===== config.mk =====
export PLATFORM = sky130hd
export DESIGN_NAME = qcf_select
export DESIGN_NICKNAME = d
export VERILOG_FILES = /design/src/rtl/qcf_pkg.sv /design/src/rtl/qcf_tick.sv /design/src/rtl/qcf_select.sv
export SDC_FILE = /design/constraint.sdc
export NUM_CORES = 1
export LEC_CHECK = 0
export BUFFER_PORTS_ARGS = -buffer_cell sky130_fd_sc_hd__buf_4
export CELL_PAD_IN_SITES_DETAIL_PLACEMENT = 0
export CELL_PAD_IN_SITES_GLOBAL_PLACEMENT = 1
export CORE_UTILIZATION = 35
export DETAILED_ROUTE_END_ITERATION = 6
export PLACE_DENSITY_LB_ADDON = 0.1
export SYNTH_ARGS = -nofsm -noshare
export SYNTH_HDL_FRONTEND = slang
export SYNTH_SLANG_ARGS = --single-unit

===== constraint.sdc =====
create_clock -name pclk -period 4.4 [get_ports pclk]
set_input_delay 0.44 -clock pclk [delete_from_list [all_inputs] [get_ports pclk]]
set_output_delay 0.44 -clock pclk [all_outputs]
set_load 0.05 [all_outputs]

===== src/rtl/qcf_pkg.sv =====
package qcf_pkg;
  // register byte offsets
  localparam logic [11:0] QCF_OFF_GRAD    = 12'h000;
  localparam logic [11:0] QCF_OFF_COOLTH  = 12'h004;
  localparam logic [11:0] QCF_OFF_PWMTH   = 12'h008;
  localparam logic [11:0] QCF_OFF_FSTH    = 12'h00c;
  localparam logic [11:0] QCF_OFF_PWMCFG  = 12'h010;
  localparam logic [11:0] QCF_OFF_STBY    = 12'h014;
  localparam logic [11:0] QCF_OFF_PDDLY   = 12'h018;
  localparam logic [11:0] QCF_OFF_VEL     = 12'h01c;
  localparam logic [11:0] QCF_OFF_STATUS  = 12'h020;
  // field layout
  localparam int QCF_GRAD_W    = 4;
  localparam int QCF_SPD_W     = 24;
  localparam int QCF_FREQ_W    = 2;
  localparam int QCF_FREQ_LSB  = 0;
  localparam int QCF_ASCL_BIT  = 2;
  localparam int QCF_SSM_LSB   = 4;
  localparam int QCF_CUR_W     = 8;
  localparam int QCF_PDD_W     = 8;
  // reset values
  localparam logic [3:0]  QCF_GRAD_RST   = 4'h0;
  localparam logic [23:0] QCF_COOLTH_RST = 24'h000000;
  localparam logic [23:0] QCF_PWMTH_RST  = 24'h000000;
  localparam logic [23:0] QCF_FSTH_RST   = 24'hffffff;
  localparam logic [1:0]  QCF_FREQ_RST   = 2'h1;
  localparam logic        QCF_ASCL_RST   = 1'b1;
  localparam logic [1:0]  QCF_SSM_RST    = 2'h0;
  localparam logic [7:0]  QCF_STBY_RST   = 8'h00;
  localparam logic [7:0]  QCF_PDD_RST    = 8'hc8;
  localparam logic [3:0]  QCF_GRAD_MAX   = 4'hf;
  // timing
  localparam int QCF_CLK_HZ      = 20000000;
  localparam int QCF_PD_UNIT_MS  = 10;
  localparam int QCF_PD_UNIT_CYC = QCF_CLK_HZ / 1000 * QCF_PD_UNIT_MS;
  localparam int QCF_TICK_W      = 18;

  typedef enum logic [1:0] {
    QCF_SS_STBY   = 2'b00,
    QCF_SS_FREE   = 2'b01,
    QCF_SS_LSHORT = 2'b10,
    QCF_SS_HSHORT = 2'b11
  } qcf_ssm_t;

  typedef enum logic [1:0] {
    QCF_COIL_RUN   = 2'b00,
    QCF_COIL_OPEN  = 2'b01,
    QCF_COIL_LSHRT = 2'b10,
    QCF_COIL_HSHRT = 2'b11
  } qcf_coil_t;
endpackage


===== src/rtl/qcf_tick.sv =====
`timescale 1ns/10ps
// one-cycle enable every DIV clocks
module qcf_tick #(
  parameter int DIV = 200000
) (
  input  wire logic pclk,
  input  wire logic presetn,
  output logic      tick
);
  logic [qcf_pkg::QCF_TICK_W-1:0] cnt_r;
  wire                            wrap = (cnt_r ==
    qcf_pkg::QCF_TICK_W'(DIV - 1));

  always_ff @(posedge pclk or negedge presetn) begin
    if (!presetn) begin
      cnt_r <= '0;
      tick  <= 1'b0;
    end else begin
      cnt_r <= wrap ? '0 : cnt_r + 1'b1;
      tick  <= wrap;
    end
  end
endmodule


===== src/rtl/qcf_select.sv =====
// The APB interface to the registers and the placing of the registers are this design's own decisions.
`timescale 1ns/10ps
// Notes on behaviour
// - a zero gradient setting, the reset value, keeps the quiet chopper off.
// - gradient values 0..15 are accepted, larger writes saturate at 15.
// - quiet mode needs speed below the energy-saving and pwm thresholds.
// - speed must also be below the fullstep threshold, reset 16777215.
// - mode follows the speed conditions both ways with no software action.
// - a read-only status flag shows the quiet chopper in use.
// - quiet pwm frequency comes from its own frequency-select field.
// - automatic current scaling enable exists and is set after reset.
// - standstill mode 0 lowers current to the standby current at rest.
// - standstill mode 1 opens both coils at rest.
// - standstill mode 2 shorts coils via low-side drivers at rest.
// - standstill mode 3 shorts coils via high-side drivers at rest.
// - modes 1..3 apply only with quiet mode on and standby current zero.
// - standstill is declared after the power-down delay in 10 ms units.
module qcf_select #(
  // one power-down delay unit in clocks; only a bench shortens it
  parameter int PD_UNIT_CYC = qcf_pkg::QCF_PD_UNIT_CYC
) (
  input  wire logic        pclk,
  input  wire logic        presetn,
  input  wire logic        psel,
  input  wire logic        penable,
  input  wire logic        pwrite,
  input  wire logic [11:0] paddr,
  input  wire logic [31:0] pwdata,
  output logic      [31:0] prdata,
  output logic             pready,
  output logic             pslverr,
  output logic             quiet_on,
  output logic      [1:0]  pwm_freq,
  output logic             pwm_autoscale,
  output logic      [3:0]  pwm_grad,
  output logic      [1:0]  coil_state,
  output logic      [7:0]  coil_cur_lim,
  output logic             standstill
);
  localparam int SW = qcf_pkg::QCF_SPD_W;

  // configuration and state registers
  logic [3:0]    grad_r;
  logic [SW-1:0] coolth_r;
  logic [SW-1:0] pwmth_r;
  logic [SW-1:0] fsth_r;
  logic [1:0]    freq_r;
  logic          ascl_r;
  logic [1:0]    ssm_r;
  logic [7:0]    run_cur_r;
  logic [7:0]    stby_r;
  logic [7:0]    pdd_r;
  logic [31:0]   vel_r;
  logic          vel_upd_r;
  logic          cfg_upd_r;
  logic          quiet_r;
  logic [7:0]    pd_cnt_r;
  logic          stand_r;

  // apb decode
  wire acc      = psel & penable;
  wire wr       = acc & pwrite;
  wire sel_grad = (paddr == qcf_pkg::QCF_OFF_GRAD);
  wire sel_cool = (paddr == qcf_pkg::QCF_OFF_COOLTH);
  wire sel_pwmt = (paddr == qcf_pkg::QCF_OFF_PWMTH);
  wire sel_fsth = (paddr == qcf_pkg::QCF_OFF_FSTH);
  wire sel_cfg  = (paddr == qcf_pkg::QCF_OFF_PWMCFG);
  wire sel_stby = (paddr == qcf_pkg::QCF_OFF_STBY);
  wire sel_pdd  = (paddr == qcf_pkg::QCF_OFF_PDDLY);
  wire sel_vel  = (paddr == qcf_pkg::QCF_OFF_VEL);
  wire sel_sts  = (paddr == qcf_pkg::QCF_OFF_STATUS);
  wire mapped   = sel_grad | sel_cool | sel_pwmt | sel_fsth | sel_cfg |
                  sel_stby | sel_pdd | sel_vel | sel_sts;

  // saturate rather than wrap so 16+ still means quiet-enabled
  wire [3:0] grad_nxt = (pwdata[31:4] != 28'h0) ? qcf_pkg::QCF_GRAD_MAX
                        : pwdata[3:0];

  wire [31:0] rd_mux =
      sel_grad ? {28'h0, grad_r}
    : sel_cool ? {8'h0, coolth_r}
    : sel_pwmt ? {8'h0, pwmth_r}
    : sel_fsth ? {8'h0, fsth_r}
    : sel_cfg  ? {26'h0, ssm_r, 1'b0, ascl_r, freq_r}
    : sel_stby ? {16'h0, run_cur_r, stby_r}
    : sel_pdd  ? {24'h0, pdd_r}
    : sel_vel  ? vel_r
    : sel_sts  ? {30'h0, stand_r, quiet_r}
    : 32'h0;

  always_ff @(posedge pclk or negedge presetn) begin
    if (!presetn) begin
      prdata  <= 32'h0;
      pready  <= 1'b0;
      pslverr <= 1'b0;
    end else begin
      // single wait state: answer lands in the second access cycle
      pready  <= acc & ~pready;
      pslverr <= acc & ~pready & ~mapped;
      prdata  <= (acc & ~pready & ~pwrite) ? rd_mux : 32'h0;
    end
  end

  wire wr_go = wr & pready;

  always_ff @(posedge pclk or negedge presetn) begin
    if (!presetn) begin
      grad_r    <= qcf_pkg::QCF_GRAD_RST;
      coolth_r  <= qcf_pkg::QCF_COOLTH_RST;
      pwmth_r   <= qcf_pkg::QCF_PWMTH_RST;
      fsth_r    <= qcf_pkg::QCF_FSTH_RST;
      freq_r    <= qcf_pkg::QCF_FREQ_RST;
      ascl_r    <= qcf_pkg::QCF_ASCL_RST;
      ssm_r     <= qcf_pkg::QCF_SSM_RST;
      run_cur_r <= 8'hff;
      stby_r    <= qcf_pkg::QCF_STBY_RST;
      pdd_r     <= qcf_pkg::QCF_PDD_RST;
    end else if (wr_go) begin
      if (sel_grad) grad_r <= grad_nxt;
      if (sel_cool) coolth_r <= pwdata[SW-1:0];
      if (sel_pwmt) pwmth_r <= pwdata[SW-1:0];
      if (sel_fsth) fsth_r <= pwdata[SW-1:0];
      if (sel_cfg) begin
        freq_r <= pwdata[1:0];
        ascl_r <= pwdata[qcf_pkg::QCF_ASCL_BIT];
        ssm_r  <= pwdata[5:4];
      end
      if (sel_stby) begin
        stby_r    <= pwdata[7:0];
        run_cur_r <= pwdata[15:8];
      end
      if (sel_pdd) pdd_r <= pwdata[7:0];
    end
  end

  // velocity comes from the ramp generator via software here; each write
  // counts as one velocity update
  always_ff @(posedge pclk or negedge presetn) begin
    if (!presetn) begin
      vel_r     <= 32'h0;
      vel_upd_r <= 1'b0;
      cfg_upd_r <= 1'b0;
    end else begin
      vel_upd_r <= wr_go & sel_vel;
      cfg_upd_r <= wr_go;
      if (wr_go & sel_vel) vel_r <= pwdata;
    end
  end

  // absolute speed, clipped to threshold width
  wire [31:0]   vel_abs = vel_r[31] ? (~vel_r + 32'h1) : vel_r;
  wire [SW-1:0] spd     = (vel_abs[31:SW] != '0) ? {SW{1'b1}}
                          : vel_abs[SW-1:0];
  wire below_cool = spd < coolth_r;
  wire below_pwm  = spd < pwmth_r;
  wire below_fs   = spd < fsth_r;
  wire quiet_nxt  = (grad_r != 4'h0) & below_cool & below_pwm & below_fs;

  // re-evaluated the cycle after any write, once the new value is stored;
  // the write edge itself would still see the old settings
  wire reeval = vel_upd_r | cfg_upd_r;

  always_ff @(posedge pclk or negedge presetn) begin
    if (!presetn) quiet_r <= 1'b0;
    else if (reeval) quiet_r <= quiet_nxt;
  end

  // power-down delay: 10 ms ticks after motion ends
  logic tick10;
  qcf_tick #(.DIV(PD_UNIT_CYC)) u_tick (
    .pclk    (pclk),
    .presetn (presetn),
    .tick    (tick10)
  );

  wire moving = (vel_r != 32'h0);
  always_ff @(posedge pclk or negedge presetn) begin
    if (!presetn) begin
      pd_cnt_r <= 8'h0;
      stand_r  <= 1'b0;
    end else if (moving) begin
      pd_cnt_r <= 8'h0;
      stand_r  <= 1'b0;
    end else if (!stand_r && tick10) begin
      if (pd_cnt_r >= pdd_r) stand_r <= 1'b1;
      else pd_cnt_r <= pd_cnt_r + 8'h1;
    end
  end

  // standstill coil condition
  wire ss_ok = quiet_r & (stby_r == 8'h0);
  qcf_pkg::qcf_coil_t coil_nxt;
  always_comb begin
    coil_nxt = qcf_pkg::QCF_COIL_RUN;
    if (stand_r && ss_ok) begin
      case (qcf_pkg::qcf_ssm_t'(ssm_r))
        qcf_pkg::QCF_SS_FREE:   coil_nxt = qcf_pkg::QCF_COIL_OPEN;
        qcf_pkg::QCF_SS_LSHORT: coil_nxt = qcf_pkg::QCF_COIL_LSHRT;
        qcf_pkg::QCF_SS_HSHORT: coil_nxt = qcf_pkg::QCF_COIL_HSHRT;
        default:                coil_nxt = qcf_pkg::QCF_COIL_RUN;
      endcase
    end
  end
  wire use_ss = stand_r & ss_ok & (ssm_r != 2'h0);
  wire [7:0] cur_nxt = use_ss ? 8'h0 : stand_r ? stby_r : run_cur_r;

  always_ff @(posedge pclk or negedge presetn) begin
    if (!presetn) begin
      quiet_on      <= 1'b0;
      pwm_freq      <= qcf_pkg::QCF_FREQ_RST;
      pwm_autoscale <= qcf_pkg::QCF_ASCL_RST;
      pwm_grad      <= qcf_pkg::QCF_GRAD_RST;
      coil_state    <= 2'h0;
      coil_cur_lim  <= 8'h0;
      standstill    <= 1'b0;
    end else begin
      quiet_on      <= quiet_r;
      pwm_freq      <= freq_r;
      pwm_autoscale <= ascl_r;
      pwm_grad      <= grad_r;
      coil_state    <= coil_nxt;
      coil_cur_lim  <= cur_nxt;
      standstill    <= stand_r;
    end
  end

  // checks
  property p_grad_zero;
    @(posedge pclk) disable iff (!presetn)
      (grad_r == 4'h0) |=> !quiet_r;
  endproperty
  a_grad_zero: assert property (p_grad_zero)
    else $error("quiet mode with zero gradient");

  property p_grad_max;
    @(posedge pclk) disable iff (!presetn)
      (wr_go && sel_grad && (pwdata[31:4] != 28'h0)) |=>
        grad_r == qcf_pkg::QCF_GRAD_MAX;
  endproperty
  a_grad_max: assert property (p_grad_max)
    else $error("gradient out of range");

  property p_thresh;
    @(posedge pclk) disable iff (!presetn)
      (reeval && (!below_cool || !below_pwm)) |=> !quiet_r;
  endproperty
  a_thresh: assert property (p_thresh)
    else $error("quiet mode above threshold");

  property p_fs;
    @(posedge pclk) disable iff (!presetn)
      (reeval && !below_fs) |=> !quiet_r;
  endproperty
  a_fs: assert property (p_fs)
    else $error("quiet mode above fullstep threshold");

  property p_follow;
    @(posedge pclk) disable iff (!presetn)
      reeval |=> (quiet_r == $past(quiet_nxt))
        ##1 (quiet_on == $past(quiet_r));
  endproperty
  a_follow: assert property (p_follow)
    else $error("mode did not follow speed");

  property p_status;
    @(posedge pclk) disable iff (!presetn)
      (wr_go && sel_sts) |=> $stable(quiet_r);
  endproperty
  a_status: assert property (p_status)
    else $error("status write changed flag");

  property p_freq;
    @(posedge pclk) disable iff (!presetn) ##1 pwm_freq == $past(freq_r);
  endproperty
  a_freq: assert property (p_freq)
    else $error("pwm frequency mismatch");

  property p_ss_gate;
    @(posedge pclk) disable iff (!presetn)
      (coil_state != 2'h0) |-> $past(ss_ok) && $past(stand_r);
  endproperty
  a_ss_gate: assert property (p_ss_gate)
    else $error("standstill mode without quiet and zero standby");

  property p_stby;
    @(posedge pclk) disable iff (!presetn)
      (stand_r && !use_ss) |=> coil_cur_lim == $past(stby_r);
  endproperty
  a_stby: assert property (p_stby)
    else $error("standby current not applied");

  property p_move_clr;
    @(posedge pclk) disable iff (!presetn) moving |=> !stand_r;
  endproperty
  a_move_clr: assert property (p_move_clr)
    else $error("standstill while moving");

  property p_stand_tick;
    @(posedge pclk) disable iff (!presetn)
      $rose(stand_r) |-> $past(tick10);
  endproperty
  a_stand_tick: assert property (p_stand_tick)
    else $error("standstill outside a delay tick");

  property p_run_cur;
    @(posedge pclk) disable iff (!presetn)
      !stand_r |=> coil_cur_lim == $past(run_cur_r);
  endproperty
  a_run_cur: assert property (p_run_cur)
    else $error("current lowered before standstill");

  property p_open;
    @(posedge pclk) disable iff (!presetn)
      (stand_r && ss_ok && ssm_r == 2'h1) |=> coil_state == 2'h1;
  endproperty
  a_open: assert property (p_open)
    else $error("coils not opened at rest");

  property p_lshort;
    @(posedge pclk) disable iff (!presetn)
      (stand_r && ss_ok && ssm_r == 2'h2) |=> coil_state == 2'h2;
  endproperty
  a_lshort: assert property (p_lshort)
    else $error("low-side short missing at rest");

  property p_hshort;
    @(posedge pclk) disable iff (!presetn)
      (stand_r && ss_ok && ssm_r == 2'h3) |=> coil_state == 2'h3;
  endproperty
  a_hshort: assert property (p_hshort)
    else $error("high-side short missing at rest");

  property p_sts_rd;
    @(posedge pclk) disable iff (!presetn)
      (acc && !pready && !pwrite && sel_sts) |=>
        prdata == {30'h0, $past(stand_r), $past(quiet_r)};
  endproperty
  a_sts_rd: assert property (p_sts_rd)
    else $error("status read does not show mode");

  c_quiet: cover property (@(posedge pclk) disable iff (!presetn)
    $rose(quiet_on));
  c_open: cover property (@(posedge pclk) disable iff (!presetn)
    coil_state == 2'h1);
  c_short: cover property (@(posedge pclk) disable iff (!presetn)
    coil_state == 2'h3);
  c_lshort: cover property (@(posedge pclk) disable iff (!presetn)
    coil_state == 2'h2);
  c_stand: cover property (@(posedge pclk) disable iff (!presetn)
    $rose(standstill));
endmodule


==> results.txt <==
The run finished, with violations left. The final reports fail on negative hold slack, negative setup slack. The number of placed cells counting well taps is 1767. The instance area after placement is 0.0137 mm². Summing internal, switching and leakage power gives 0.00440 W.

The setup TNS after final layout is -0.170 ns. The post-synthesis cell count is 1189. The total vias in the final route is 9702.

The flip-flop and latch count after synthesis came out at 221. The tightest hold path in the finished design has a slack of -0.0325 ns. The global-route total usage across every layer is 0.226.

The nature of the critical path startpoint is a flop. The number of antenna violations at the first check in global routing is 0. The library cell used most frequently in the layout, excluding fill and tap cells, is buf_4. TritonCTS built the clock tree.

The type of the worst setup path is reg2reg. The top fanout value on the critical path is 11. In this design, the stage delay of the slowest critical-path cell is 0.42 ns. The minimum clock period after layout came out at 4.57 ns. In the finished design, the share of the clock period the worst path needs comes to 1.04. Setup repair after global routing could not meet its margin everywhere. The effective utilization at floorplan came out at 0.360. Of the total power, the clock network draws 0.501. Counting the buffers created by CTS gives 25. The sequential cell area fraction in the yosys report is 0.471. The combinational group share of total power came out at 0.036. The clock transition time at the flip-flop clock pins of the worst setup and hold paths came out at 0.06 ns. The number of maximum-capacitance constraint violations came out at 0. The slew at the pin with the worst max-slew slack is 1.05 ns. The total of endpoints with negative setup slack in the final report is 1. The net count of the finished layout came out at 1489.

The kind of capture point of the worst setup path is a flop. The count of final max-slew check failures is 0. For this run, the top clock speed supported by timing is 0.219 GHz. Across all setup checks in the final design, the least slack found is -0.170 ns. The post-detailed-route DRC marker count is 0. For this design, the slowest cell found on the critical path is or3_4.

Once detail routing completed, the nets flagged for antenna violations numbered 0. Summed over all nets, the half-perimeter wirelength after detailed placement is 27.3 mm. After synthesis the cells add up to 0.0118 mm².

The worst-case headroom to the max-slew limit is 0.292. The leakage power total came out at 6.92 nW. The tree is rooted in a clkbuf_16.

After the flow finishes, the layout carries non-filler instances totaling 1821. The routed length per placed instance is 20.7 µm. The residual overflow from global routing is 0. The internal power of the cells totals 0.00342 W.

The wire length of the first global-routing pass came out at 59.0 mm. The die is 186 µm tall. The number of diodes is 0.

The part of the total power dissipated in sequential elements is 0.464. The critical path required time is 4.87 ns. The H-tree depth came out at 1. Between clock sinks in the finished design, the worst skew comes to 0.0148 ns. The post-detailed-route via-to-cell ratio came out at 5.33. The x dimension of the die is 186 µm. Synthesis instantiated 58 different standard cells from the library. The die area is 0.0346 mm².

The analysis attributes to net switching a power of 0.000978 W. For this design, the sink count on the clock tree is 221. The maximum number of pins on one net before global-route repair is 119. The core footprint is 0.0329 mm². The power per unit of standard cell area came out at 299 mW/mm².

The last weighted congestion value of the routability-driven placer is 0.846. Counting along the longest clock path gives a buffer depth of 3. The total iterations of the first detailed-routing run came out at 7. The hold violation total from the final report was 14. At the later pin of the worst-skew pair, clock insertion delay measures 0.54 ns. In this run, the number of DRC markers left after iteration 0 of detailed routing was 572. The worst ir drop on vdd came out at 0.249 mV. Counting the fill cells in the layout gives 3260.

For this run, the number of Yosys warnings is 0. The finished cells cover 0.0147 mm². In the layout the commonest cells are 189 x buf_4, 182 x dfrtp_1, 133 x nand2_1, 98 x o21ai_0, 96 x inv_1.

Traced cell by cell, the critical path runs through inv_1 -> ha_1 -> or3b_4 -> or3_4 -> nor4_4 -> nand2b_1 -> a211o_1 -> a211oi_4 -> buf_12 -> buf_12 -> o211ai_1 -> ha_1 -> or3_1 -> a21oi_1 -> o2111ai_1 -> nor4_2 -> o221a_1. In this run the tool buffered the top-level ports with 101 buffer cells. The total routed wirelength came out at 37.7 mm. Of the total power, the share spent switching nets is 0.222. 102 I/O pins were placed. In the synthesized netlist the async set-or-reset flop fraction comes to 1.00.

The net count after synthesis came out at 1318. The area growth from synthesis to layout is 24.3%. The cts-stage hold buffer count came out at 0. The number of enable flip-flop cells after synthesis is 0. The synthesized area per cell is 9.96 µm². At the worst endpoint, the arrival time is 5.04 ns. In this run the worst hold path is classified as in2async.

The number of cell rows is 66. The number of global-route vias before repair is 9941. The fraction of layout instances using a drive strength above 1 came out at 0.280. The most used flip-flop cell after synthesis is dfrtp_1.
## routing by layer
metal  track usage  up-vias  routed length, µm  share of wire
met3        0.0331       47               1810          0.048
met4        0.0584        0                883          0.023
li1              -     4613                  -              -
met5             0        -                  0              0
met1         0.321     4803              18200           0.48
met2         0.357      239              16900           0.45
## critical path: cells and delay by family, from the launching register on
family | cells | cell delay (ns)
buf+inv | 3 | 0.37
fa+ha+maj | 2 | 0.40
simple gates | 6 | 1.91
compound gates | 6 | 1.40
flops | 1 | 0.41
## registers in the layout (all words and copies together) (netlist names), 2 cells and up
register,count
prdata,32
vel_r,32
coolth_r,24
fsth_r,24
pwmth_r,24
u_tick.cnt_r,18
coil_cur_lim,8
pd_cnt_r,8
pdd_r,8
run_cur_r,8
stby_r,8
grad_r,4
pwm_grad,4
coil_state,2
freq_r,2
pwm_freq,2
ssm_r,2
## cell type report
type / count / area [µm²] / share of cell area
Clock inverter: 6 / 120 / 0.00816
Inverter: 96 / 360 / 0.0245
Timing Repair Buffer: 195 / 1530 / 0.104
Sequential cell: 221 / 5580 / 0.379
Tap cell: 442 / 553 / 0.0376
Clock buffer: 40 / 742 / 0.0504
Multi-Input combinational cell: 821 / 5830 / 0.396
## synth_stat cells (all sizes together) (5+ instances only)
cell	instances	area share
and3	15	0.0079
o221ai	20	0.015
a21oi	57	0.024
o41ai	6	0.0044
o31ai	8	0.0051
ha	80	0.085
a22oi	9	0.0057
a31oi	5	0.0026
nor3	23	0.0097
inv	96	0.030
nand2b	8	0.0042
a221oi	14	0.010
nor2	69	0.022
dfrtp	182	0.38
dfstp	39	0.087
o21ai	98	0.041
nand4	21	0.011
mux2	80	0.076
or4	8	0.0054
and2	5	0.0026
a211oi	5	0.0042
nand3	25	0.011
nand2	135	0.043
or3	14	0.0075
nor4	24	0.014
clkbuf	47	0.015
xor2	33	0.024
xnor2	10	0.0074
## metrics by stage
stage	hold slack (ns)	util	setup WS (ns)
finish	-0.0325	0.448	-0.170
floorplan	0.144	-	0.00975
global placement	0.371	0.416	-0.154
CTS	0.0232	0.445	-0.175
global route	0.0355	0.448	-0.341
detailed placement	0.370	0.416	-0.271
## kinds of logic (layout without fill, tap and decap cells)
group	count (synthesis)	count (layout)	share of synthesized area
xor gates and xnor gates	43	43	0.0318
AOI/OAI and AO/OA	251	251	0.133
DFF	221	221	0.471
buffers and inverters	147	337	0.0481
muxes	84	84	0.0826
adders and majority gates	80	80	0.0845
and+or+nand+nor	363	363	0.148
## worst paths after layout
kind | start | to | slack, ns | cells past startpoint
setup / recovery | vel_r[1] | quiet_r | -0.17 | 17
hold / removal | presetn | pwmth_r[21] | -0.03 | 1
setup reg to reg | vel_r[1] | quiet_r | -0.17 | 17
hold reg to reg | ascl_r | pwm_autoscale | 0.38 | 0
max in group asynchronous | presetn | run_cur_r[4] | 3.39 | 2
min in group pclk | pwdata[28] | vel_r[28] | 0.15 | 2
## power by group through the flow
stage	logic [W]	registers (W)	clock network [W]
2_1_floorplan	0.0000300	0.00208	0
3_3_place_gp	0.000160	0.00207	0
3_5_place_dp	0.000161	0.00207	0
4_1_cts	0.000162	0.00204	0.00226
5_1_grt	0.000173	0.00204	0.00234
6_report	0.000157	0.00204	0.00220
## what timing repair did
item / 4_1_cts / 5_1_grt
setup endpoints to repair: 1 / 1
pin swaps: 7 / 8
setup buffers: 3 / 4
cloned: 1 / 0
resized for setup: 10 / 11
No activity file was read; power rests on OpenSTA's default activity.
